<file path="src/hw/tiow_defs.vh">
/*
 Constants for the telegram I/O port node: timing counts and widths.
 Assumes a 100 MHz system clock.
*/
`ifndef TIOW_DEFS_VH
`define TIOW_DEFS_VH
`define TIOW_CLK_HZ 100000000
`define TIOW_WDOG_MS 100
`define TIOW_WDOG_CYCLES ((`TIOW_CLK_HZ / 1000) * `TIOW_WDOG_MS)
`define TIOW_SAMPLE_US 6800
`define TIOW_SAMPLE_CYCLES ((`TIOW_CLK_HZ / 1000000) * `TIOW_SAMPLE_US)
`define TIOW_BAUD 2500000
`define TIOW_BIT_CYCLES (`TIOW_CLK_HZ / `TIOW_BAUD)
`define TIOW_GOOD_NEEDED 2'h3
`define TIOW_PORT_W 8
`define TIOW_FAST_W 4
`endif

</file>
<file path="src/hw/tiow_port.v">
/*
 Telegram I/O port node: two 8-bit ports exchanged with telegram data bytes,
 cycle/fault/guard indicators, output watchdog, periodic input sampling.
 Assumes a telegram decoder on the same clock that marks start bit, stop bit
 and the end-of-telegram verdict (checksum, frame, write, address match)
 as one-cycle pulses; switches, jumpers and port pins are asynchronous.
*/
// Notes on behaviour
// (RULE_01) sixteen lines as two eight-bit ports
// (RULE_02) low port first byte, high second
// (RULE_03) per-line indicator shows line state
// (RULE_04) cycle indicator on start, off stop
// (RULE_05) fault indicator set on bad telegram
// (RULE_06) fault clears after three good telegrams
// (RULE_07) guard set by valid addressed write
// (RULE_08) outputs off after 100 ms silence
// (RULE_09) jumper fitted disables output watchdog
// (RULE_10) latch enabled samples inputs every 6.8 ms
// (RULE_11) one direction switch per port
// (RULE_12) switch off means input port
// (RULE_13) switch on means driven outputs
// (RULE_14) link runs 2.5 megabaud
// (RULE_15) jumpers route low bits to fast inputs
// (RULE_16) each write restarts watchdog, off until write
// (RULE_17) outputs load bytes, inputs return samples
`timescale 1ns/10ps
`include "tiow_defs.vh"
`default_nettype none

module tiow_port #(
    parameter integer WDOG_CYCLES = `TIOW_WDOG_CYCLES,
    parameter integer SAMPLE_CYCLES = `TIOW_SAMPLE_CYCLES,
    parameter integer PORT_W = `TIOW_PORT_W
) (
    input wire clk,
    input wire rst,
    input wire tel_start,
    input wire tel_stop,
    input wire tel_done,
    input wire tel_crc_ok,
    input wire tel_frame_ok,
    input wire tel_write,
    input wire tel_addr_match,
    input wire [PORT_W-1:0] tel_byte_low,
    input wire [PORT_W-1:0] tel_byte_high,
    input wire [PORT_W-1:0] pin_low_in,
    input wire [PORT_W-1:0] pin_high_in,
    input wire direction_switch_low,
    input wire direction_switch_high,
    input wire watchdog_off_jumper,
    input wire latch_on_jumper,
    input wire [`TIOW_FAST_W-1:0] fast_route_jumper,
    output reg [PORT_W-1:0] port_byte_low,
    output reg [PORT_W-1:0] port_byte_high,
    output reg port_low_oe,
    output reg port_high_oe,
    output reg [PORT_W-1:0] reply_byte_low,
    output reg [PORT_W-1:0] reply_byte_high,
    output reg [PORT_W-1:0] line_led_low,
    output reg [PORT_W-1:0] line_led_high,
    output reg cycle_indicator,
    output reg fault_indicator,
    output reg guard_indicator,
    output reg fast_irq_in_0,
    output reg fast_irq_in_1,
    output reg fast_irq_in_2,
    output reg fast_irq_in_3
);
    // counter widths follow the period parameters, so short test periods stay legal
    function integer cnt_width;
        input integer value;
        integer v;
        begin
            cnt_width = 1;
            v = value - 1;
            while (v > 1) begin
                v = v >> 1;
                cnt_width = cnt_width + 1;
            end
        end
    endfunction

    localparam integer WDOG_CW = cnt_width(WDOG_CYCLES);
    localparam integer SAMPLE_CW = cnt_width(SAMPLE_CYCLES);
    localparam integer WDOG_LOAD_I = WDOG_CYCLES - 1;
    localparam integer SAMPLE_LOAD_I = SAMPLE_CYCLES - 1;
    localparam integer ONE_I = 1;
    localparam [WDOG_CW-1:0] WDOG_LOAD = WDOG_LOAD_I[WDOG_CW-1:0];
    localparam [WDOG_CW-1:0] WDOG_STEP = ONE_I[WDOG_CW-1:0];
    localparam [WDOG_CW-1:0] WDOG_ZERO = {WDOG_CW{1'b0}};
    localparam [SAMPLE_CW-1:0] SAMPLE_LOAD = SAMPLE_LOAD_I[SAMPLE_CW-1:0];
    localparam [SAMPLE_CW-1:0] SAMPLE_STEP = ONE_I[SAMPLE_CW-1:0];
    localparam [SAMPLE_CW-1:0] SAMPLE_ZERO = {SAMPLE_CW{1'b0}};

    // three-stage synchronisers; stage 1 feeds only stage 2
    localparam integer SW = 2 * PORT_W + 4 + `TIOW_FAST_W;
    wire [SW-1:0] raw_in;
    reg [SW-1:0] sync1;
    reg [SW-1:0] sync2;
    reg [SW-1:0] sync3;
    reg [SW-1:0] stable;
    reg [SW-1:0] next_stable;
    integer k;
    assign raw_in = {fast_route_jumper, latch_on_jumper, watchdog_off_jumper,
                     direction_switch_high, direction_switch_low, pin_high_in, pin_low_in};

    always @(posedge clk) begin
        if (rst) begin
            sync1 <= {SW{1'b0}};
            sync2 <= {SW{1'b0}};
            sync3 <= {SW{1'b0}};
            stable <= {SW{1'b0}};
        end else begin
            sync1 <= raw_in;
            sync2 <= sync1;
            sync3 <= sync2;
            stable <= next_stable;
        end
    end

    // a bit moves only once stages two and three agree, so a one-cycle glitch is dropped
    always @* begin
        next_stable = stable;
        for (k = 0; k < SW; k = k + 1) begin
            if (sync2[k] == sync3[k])
                next_stable[k] = sync2[k];
        end
    end

    wire [PORT_W-1:0] in_low = stable[PORT_W-1:0];
    wire [PORT_W-1:0] in_high = stable[2*PORT_W-1:PORT_W];
    wire out_low = stable[2*PORT_W]; // RULE_11
    wire out_high = stable[2*PORT_W+1]; // RULE_11
    wire wdog_off = stable[2*PORT_W+2];
    wire latch_on = stable[2*PORT_W+3];
    wire [`TIOW_FAST_W-1:0] fast_route = stable[SW-1:2*PORT_W+4];

    wire tel_good = tel_done & tel_crc_ok & tel_frame_ok;
    wire tel_bad = tel_done & ~(tel_crc_ok & tel_frame_ok);
    wire tel_hit = tel_good & tel_write & tel_addr_match;

    // input sampling: latch mode holds samples for one period, else transparent
    // the period runs free from reset and is not aligned to telegrams
    reg [SAMPLE_CW-1:0] sample_cnt;
    reg [PORT_W-1:0] samp_low;
    reg [PORT_W-1:0] samp_high;
    wire sample_tick = (sample_cnt == SAMPLE_ZERO);

    always @(posedge clk) begin
        if (rst) begin
            sample_cnt <= SAMPLE_ZERO;
            samp_low <= {PORT_W{1'b0}};
            samp_high <= {PORT_W{1'b0}};
        end else begin
            if (sample_tick)
                sample_cnt <= SAMPLE_LOAD; // RULE_10
            else
                sample_cnt <= sample_cnt - SAMPLE_STEP;
            if (sample_tick || !latch_on) begin // RULE_10
                samp_low <= in_low;
                samp_high <= in_high;
            end
        end
    end

    // watchdog; jumper keeps outputs through timeouts
    // guard lights while the watchdog is armed and goes dark when it trips
    reg [WDOG_CW-1:0] wdog_cnt;
    reg [WDOG_CW-1:0] next_wdog_cnt;
    reg wdog_run;
    reg next_wdog_run;
    reg next_guard;
    reg [PORT_W-1:0] out_reg_low;
    reg [PORT_W-1:0] out_reg_high;
    reg [PORT_W-1:0] next_out_reg_low;
    reg [PORT_W-1:0] next_out_reg_high;
    wire wdog_expire = wdog_run && (wdog_cnt == WDOG_ZERO) && !tel_hit;

    // a hit in the expiry cycle wins, so a late but valid write never blinks the outputs
    always @* begin
        next_wdog_cnt = wdog_cnt;
        next_wdog_run = wdog_run;
        next_guard = guard_indicator;
        next_out_reg_low = out_reg_low;
        next_out_reg_high = out_reg_high;
        if (tel_hit) begin
            next_wdog_cnt = WDOG_LOAD; // RULE_16
            next_wdog_run = 1'b1;
            next_guard = 1'b1; // RULE_07
            if (out_low)
                next_out_reg_low = tel_byte_low; // RULE_17 RULE_02
            if (out_high)
                next_out_reg_high = tel_byte_high; // RULE_17 RULE_02
        end else if (wdog_expire) begin
            next_wdog_run = 1'b0;
            next_guard = 1'b0;
            if (!wdog_off) begin // RULE_09
                next_out_reg_low = {PORT_W{1'b0}}; // RULE_08 RULE_16
                next_out_reg_high = {PORT_W{1'b0}}; // RULE_08 RULE_16
            end
        end else if (wdog_run) begin
            next_wdog_cnt = wdog_cnt - WDOG_STEP;
        end
    end

    always @(posedge clk) begin
        if (rst) begin
            wdog_cnt <= WDOG_ZERO;
            wdog_run <= 1'b0;
            out_reg_low <= {PORT_W{1'b0}};
            out_reg_high <= {PORT_W{1'b0}};
            guard_indicator <= 1'b0;
        end else begin
            wdog_cnt <= next_wdog_cnt;
            wdog_run <= next_wdog_run;
            out_reg_low <= next_out_reg_low;
            out_reg_high <= next_out_reg_high;
            guard_indicator <= next_guard;
        end
    end

    // fault indicator with good-telegram streak
    // any finished telegram with clean checks counts, write or not
    reg [1:0] good_cnt;
    reg [1:0] next_good_cnt;
    reg next_fault;
    always @* begin
        next_fault = fault_indicator;
        next_good_cnt = good_cnt;
        if (tel_bad) begin
            next_fault = 1'b1; // RULE_05
            next_good_cnt = 2'h0; // RULE_06
        end else if (tel_good && fault_indicator) begin
            if (good_cnt == `TIOW_GOOD_NEEDED - 2'h1) begin
                next_fault = 1'b0; // RULE_06
                next_good_cnt = 2'h0;
            end else begin
                next_good_cnt = good_cnt + 2'h1; // RULE_06
            end
        end
    end

    always @(posedge clk) begin
        if (rst) begin
            fault_indicator <= 1'b0;
            good_cnt <= 2'h0;
        end else begin
            fault_indicator <= next_fault;
            good_cnt <= next_good_cnt;
        end
    end

    // cycle indicator; start wins if both arrive together (RULE_14 timing is the decoder's)
    reg next_cycle;
    always @* begin
        next_cycle = cycle_indicator;
        if (tel_start)
            next_cycle = 1'b1; // RULE_04
        else if (tel_stop)
            next_cycle = 1'b0; // RULE_04
    end

    always @(posedge clk) begin
        if (rst)
            cycle_indicator <= 1'b0;
        else
            cycle_indicator <= next_cycle;
    end

    // pins, reply bytes, line leds and fast inputs
    // input ports show zero with oe low; leds track the synced pin, not the sample
    always @(posedge clk) begin
        if (rst) begin
            port_byte_low <= {PORT_W{1'b0}};
            port_byte_high <= {PORT_W{1'b0}};
            port_low_oe <= 1'b0;
            port_high_oe <= 1'b0;
            reply_byte_low <= {PORT_W{1'b0}};
            reply_byte_high <= {PORT_W{1'b0}};
            line_led_low <= {PORT_W{1'b0}};
            line_led_high <= {PORT_W{1'b0}};
            fast_irq_in_0 <= 1'b0;
            fast_irq_in_1 <= 1'b0;
            fast_irq_in_2 <= 1'b0;
            fast_irq_in_3 <= 1'b0;
        end else begin
            port_byte_low <= out_low ? out_reg_low : {PORT_W{1'b0}}; // RULE_01
            port_byte_high <= out_high ? out_reg_high : {PORT_W{1'b0}}; // RULE_01
            port_low_oe <= out_low; // RULE_13 RULE_12
            port_high_oe <= out_high; // RULE_13 RULE_12
            reply_byte_low <= out_low ? out_reg_low : samp_low; // RULE_17 RULE_02
            reply_byte_high <= out_high ? out_reg_high : samp_high; // RULE_17 RULE_02
            line_led_low <= out_low ? out_reg_low : in_low; // RULE_03
            line_led_high <= out_high ? out_reg_high : in_high; // RULE_03
            // fast inputs skip the latch so interrupts are not held back a sample period
            fast_irq_in_0 <= fast_route[0] & in_low[0]; // RULE_15
            fast_irq_in_1 <= fast_route[1] & in_low[1]; // RULE_15
            fast_irq_in_2 <= fast_route[2] & in_low[2]; // RULE_15
            fast_irq_in_3 <= fast_route[3] & in_low[3]; // RULE_15
        end
    end
endmodule // tiow_port

`default_nettype wire

</file>
<file path="config.mk">
export PLATFORM = sky130hd
export DESIGN_NAME = tiow_port
export DESIGN_NICKNAME = d
export VERILOG_FILES = /design/src/hw/tiow_port.v
export VERILOG_INCLUDE_DIRS = /design/src /design/src/hw
export SDC_FILE = /design/constraint.sdc
export NUM_CORES = 1
export LEC_CHECK = 0
export ABC_AREA = 1
export BUFFER_PORTS_ARGS = -buffer_cell sky130_fd_sc_hd__buf_2
export CORE_MARGIN = 2
export CORE_UTILIZATION = 40
export DETAILED_ROUTE_END_ITERATION = 6
export SLEW_MARGIN = 20
export SYNTH_ARGS = -nofsm -noshare
export SYNTH_HDL_FRONTEND = slang
export SYNTH_SLANG_ARGS = --single-unit
</file>
<file path="constraint.sdc">
create_clock -name clk -period 1.5 [get_ports clk]
set_clock_uncertainty 0.05 [all_clocks]
set_input_delay 0.225 -clock clk [delete_from_list [all_inputs] [get_ports clk]]
set_output_delay 0.225 -clock clk [all_outputs]
set_load 0.02 [all_outputs]
</file>
==> impl_metrics.tcl <==
set metrics [dict create \
    outcome "complete, but fails checks" \
    grt_use_total 0.182 \
    syn-num-nets 1147 \
    ys_types 36 \
    synth_edf_count 0 \
    power_leakage_nw 5.60 \
    start_util 0.406 \
    power.total_mw 16.7 \
    synth-seq-cells 231 \
    max_freq_mhz 590 \
    wl_per_cell_um 12.8 \
    num_vias 7599 \
    p_per_area_mw_per_mm2 1350 \
    h-tree-depth 1 \
    place_congestion 0.811 \
    io_pins 106 \
    antenna_left 0 \
    dieArea_mm2 0.0224 \
    rsz0062_at_grt "true" \
    crit_path_cell_trace "inv_2, ha_4, inv_4, nor3_4, nand3_2, nor2_2, nand2_2, buf_6, nand3_2, a21oi_2" \
    grt_pass1_wl_um 33300 \
    period_needed_ns 1.70 \
    syn_area_mm2 0.00850 \
    violations "setup timing" \
    cts_root_buf "clkbuf_16" \
    synth_area_leaders "dfxtp_1 54%, nor2_1 10%, nand2_1 7.2%" \
    cts_sinks 231 \
    slowest_delay_ns 0.33 \
    cp_top_family "simple AND/OR/NAND/NOR gates" \
    clk_pin_slew_ns 0.06 \
    crit_buf_inv 3 \
    arrival_ns 2.07 \
    maxSlewHeadroom 0.515 \
    slowest_stage "dfxtp_2" \
    synth_warnings 0 \
    path_class "reg2reg" \
    clk_latency_ns 0.53 \
    dpl.cell_count 1542 \
    routed_wl_um 21200 \
    numCtsBuffers 25 \
    ys_seq_area_frac 0.544 \
    async_flop_share 0 \
    drive_gt1_frac 0.338 \
    netlist_instances 1094 \
    crit_required_ns 1.87 \
    hold_violations 0 \
    avgSynthCellArea_um2 7.77 \
    synth-main-ff-cell "dfxtp_1" \
    post-route-drc-count 0 \
    hpwlAfterDp_um 13800 \
    hp-class "in2reg" \
    cp_max_fo 5 \
    vias_per_cell 4.59 \
    row_count 53 \
    fin_crit_sh 1.13 \
    drv_slew 0 \
    setup_violations 76 \
    drt-pass1-iter-count 5 \
    antenna_found_initial 0 \
    instances_no_fill 1654 \
    syn_to_final_growth_pct 45.3 \
    drt_iter0_markers 418 \
    nNetsFinal 1413 \
    crit_top_cell "nand3_2" \
    die_x_um 150 \
    cts_tree "built" \
    grt_pass1_vias 6938 \
    setup_ws_ns -0.195 \
    cp-end-kind "flop" \
    coreArea_mm2 0.0210 \
    crit_path_start_kind "flop" \
    yosysTopAreaCell "dfxtp_1" \
    portBuffers 105 \
    ir_drop_uv 813 \
    grt_max_degree 66 \
    synth_top_cell_area_share 0.544 \
    diodes 0 \
    drv_cap 0 \
    tightest_slew_ns 0.727 \
    die_h_um 150 \
    overflow 0 \
    cts_buffer_depth 3 \
]
## flip-flops by register name (all words and copies together) (netlist names), 2 cells and up
name and cells:
reply_byte_low 8, reply_byte_high 8, samp_high 8, line_led_low 8, line_led_high 8, sample_cnt 20, good_cnt 2, out_reg_high 8
samp_low 8, out_reg_low 8, wdog_cnt 24, port_byte_high 8, port_byte_low 8, sync2 24, sync1 24, stable 24
sync3 24
## synthesized netlist by cell type (7+ instances only)
master    number
clkbuf_1      26
nand3_1       44
nor2_2         8
inv_1        139
nand2_2        7
xnor2_1       10
a21oi_1      110
o21ai_0       36
dfxtp_1      231
nand4_1       13
xor2_1        12
nand2_1      164
o21ai_1       11
nor2_1       232
## stage by stage
stage	instance area [um^2]	setup TNS [ns]	setup WS [ns]	utilization	hold WS (ns)
floorplan	8620	-1.62	-0.0782	-	0.282
global placement	10100	-6.94	-0.213	0.484	0.339
detailed placement	10100	-7.32	-0.211	0.484	0.342
CTS	11800	-4.18	-0.142	0.563	0.00666
global route	12400	-12.69	-0.239	0.590	0.0499
finish	12400	-7.46	-0.195	0.590	0.0227
## report_power, final
group / internal (mW) / switching, mW
clock network: 3.81 / 2.53
registers: 6.45 / 0.215
logic: 1.80 / 1.93
total: 12.1 / 4.67
## final timing paths
check,startpoint,slack (ns),endpoint,cells past startpoint
min,tel_done,0.02,fault_indicator$_SDFFE_PP0P_,4
max,wdog_cnt[1]$_SDFFE_PP0P_,-0.20,wdog_cnt[8]$_SDFFE_PP0P_,10
min reg2reg,sync1[21]$_SDFF_PP0_,0.35,sync2[21]$_SDFF_PP0_,2
max reg2reg,wdog_cnt[1]$_SDFFE_PP0P_,-0.20,wdog_cnt[8]$_SDFFE_PP0P_,10
## cells in the final DEF (no fill, tap or decap), types with 4 or more instances in the layout
master         synthesis  routed
dfxtp_1              231     211
nor2_1               232     200
nand2_1              164     133
inv_1                139     132
buf_4                  1     108
buf_2                  4     103
a21oi_1              110      81
dlygate4sd3_1          0      43
nand3_1               44      28
a21oi_2                0      28
nand2_2                7      26
o21ai_0               36      25
clkbuf_16              0      25
nor2_2                 8      24
dfxtp_2                0      18
nor2_4                 1      17
nand3_2                1      17
buf_6                  3      15
nand4_1               13      13
o21ai_1               11      12
xor2_1                12      11
o21ai_2                0      10
xnor2_1               10       9
inv_2                  6       8
nand2_4                0       8
clkinv_2               0       7
nand2_8                0       6
nor3_4                 2       5
a31oi_1                5       4
inv_4                  0       4
clkbuf_8               0       4
## cell type report
cell class	count	area, um^2
fill	1823	8600
sequential	231	4650
multi-input combinational	679	3860
timing repair buffer	276	2060
clock buffer	32	692
inverter	147	567
tap	275	344
clock inverter	14	173
## layer usage
layer  up-vias  track usage  share of wire
li1       3952            -              -
met1      3471        0.257           0.49
met2       144        0.291           0.46
met3        32       0.0244          0.039
met4         0       0.0519          0.019
met5         -            0              0
## worst register-to-register path: stages (launching register included)
cell and delay [ns]:
dfxtp_2 0.33, inv_2 0.11, ha_4 0.15, inv_4 0.04, nor3_4 0.22, nand3_2 0.16
nor2_2 0.13, nand2_2 0.12, buf_6 0.17, nand3_2 0.06, a21oi_2 0.05
## timing repair
item / CTS / global route
pin swaps: 25 / 75
gates cloned: 1 / 2
resized for setup: 84 / 130
hold buffers: 43 / 0
setup endpoints to repair: 72 / 77
setup buffers: 8 / 13
hold endpoints to repair: 42 / 0
## cell families after synthesis
group	after synthesis	synth area share
AOI/OAI and AO/OA	166	0.101
DFF	231	0.544
xor gates and xnor gates	22	0.0227
adders and majority gates	4	0.00589
buffers and inverters	186	0.0858
and+or+nand+nor	485	0.241
(Power assumes the default switching activity.)
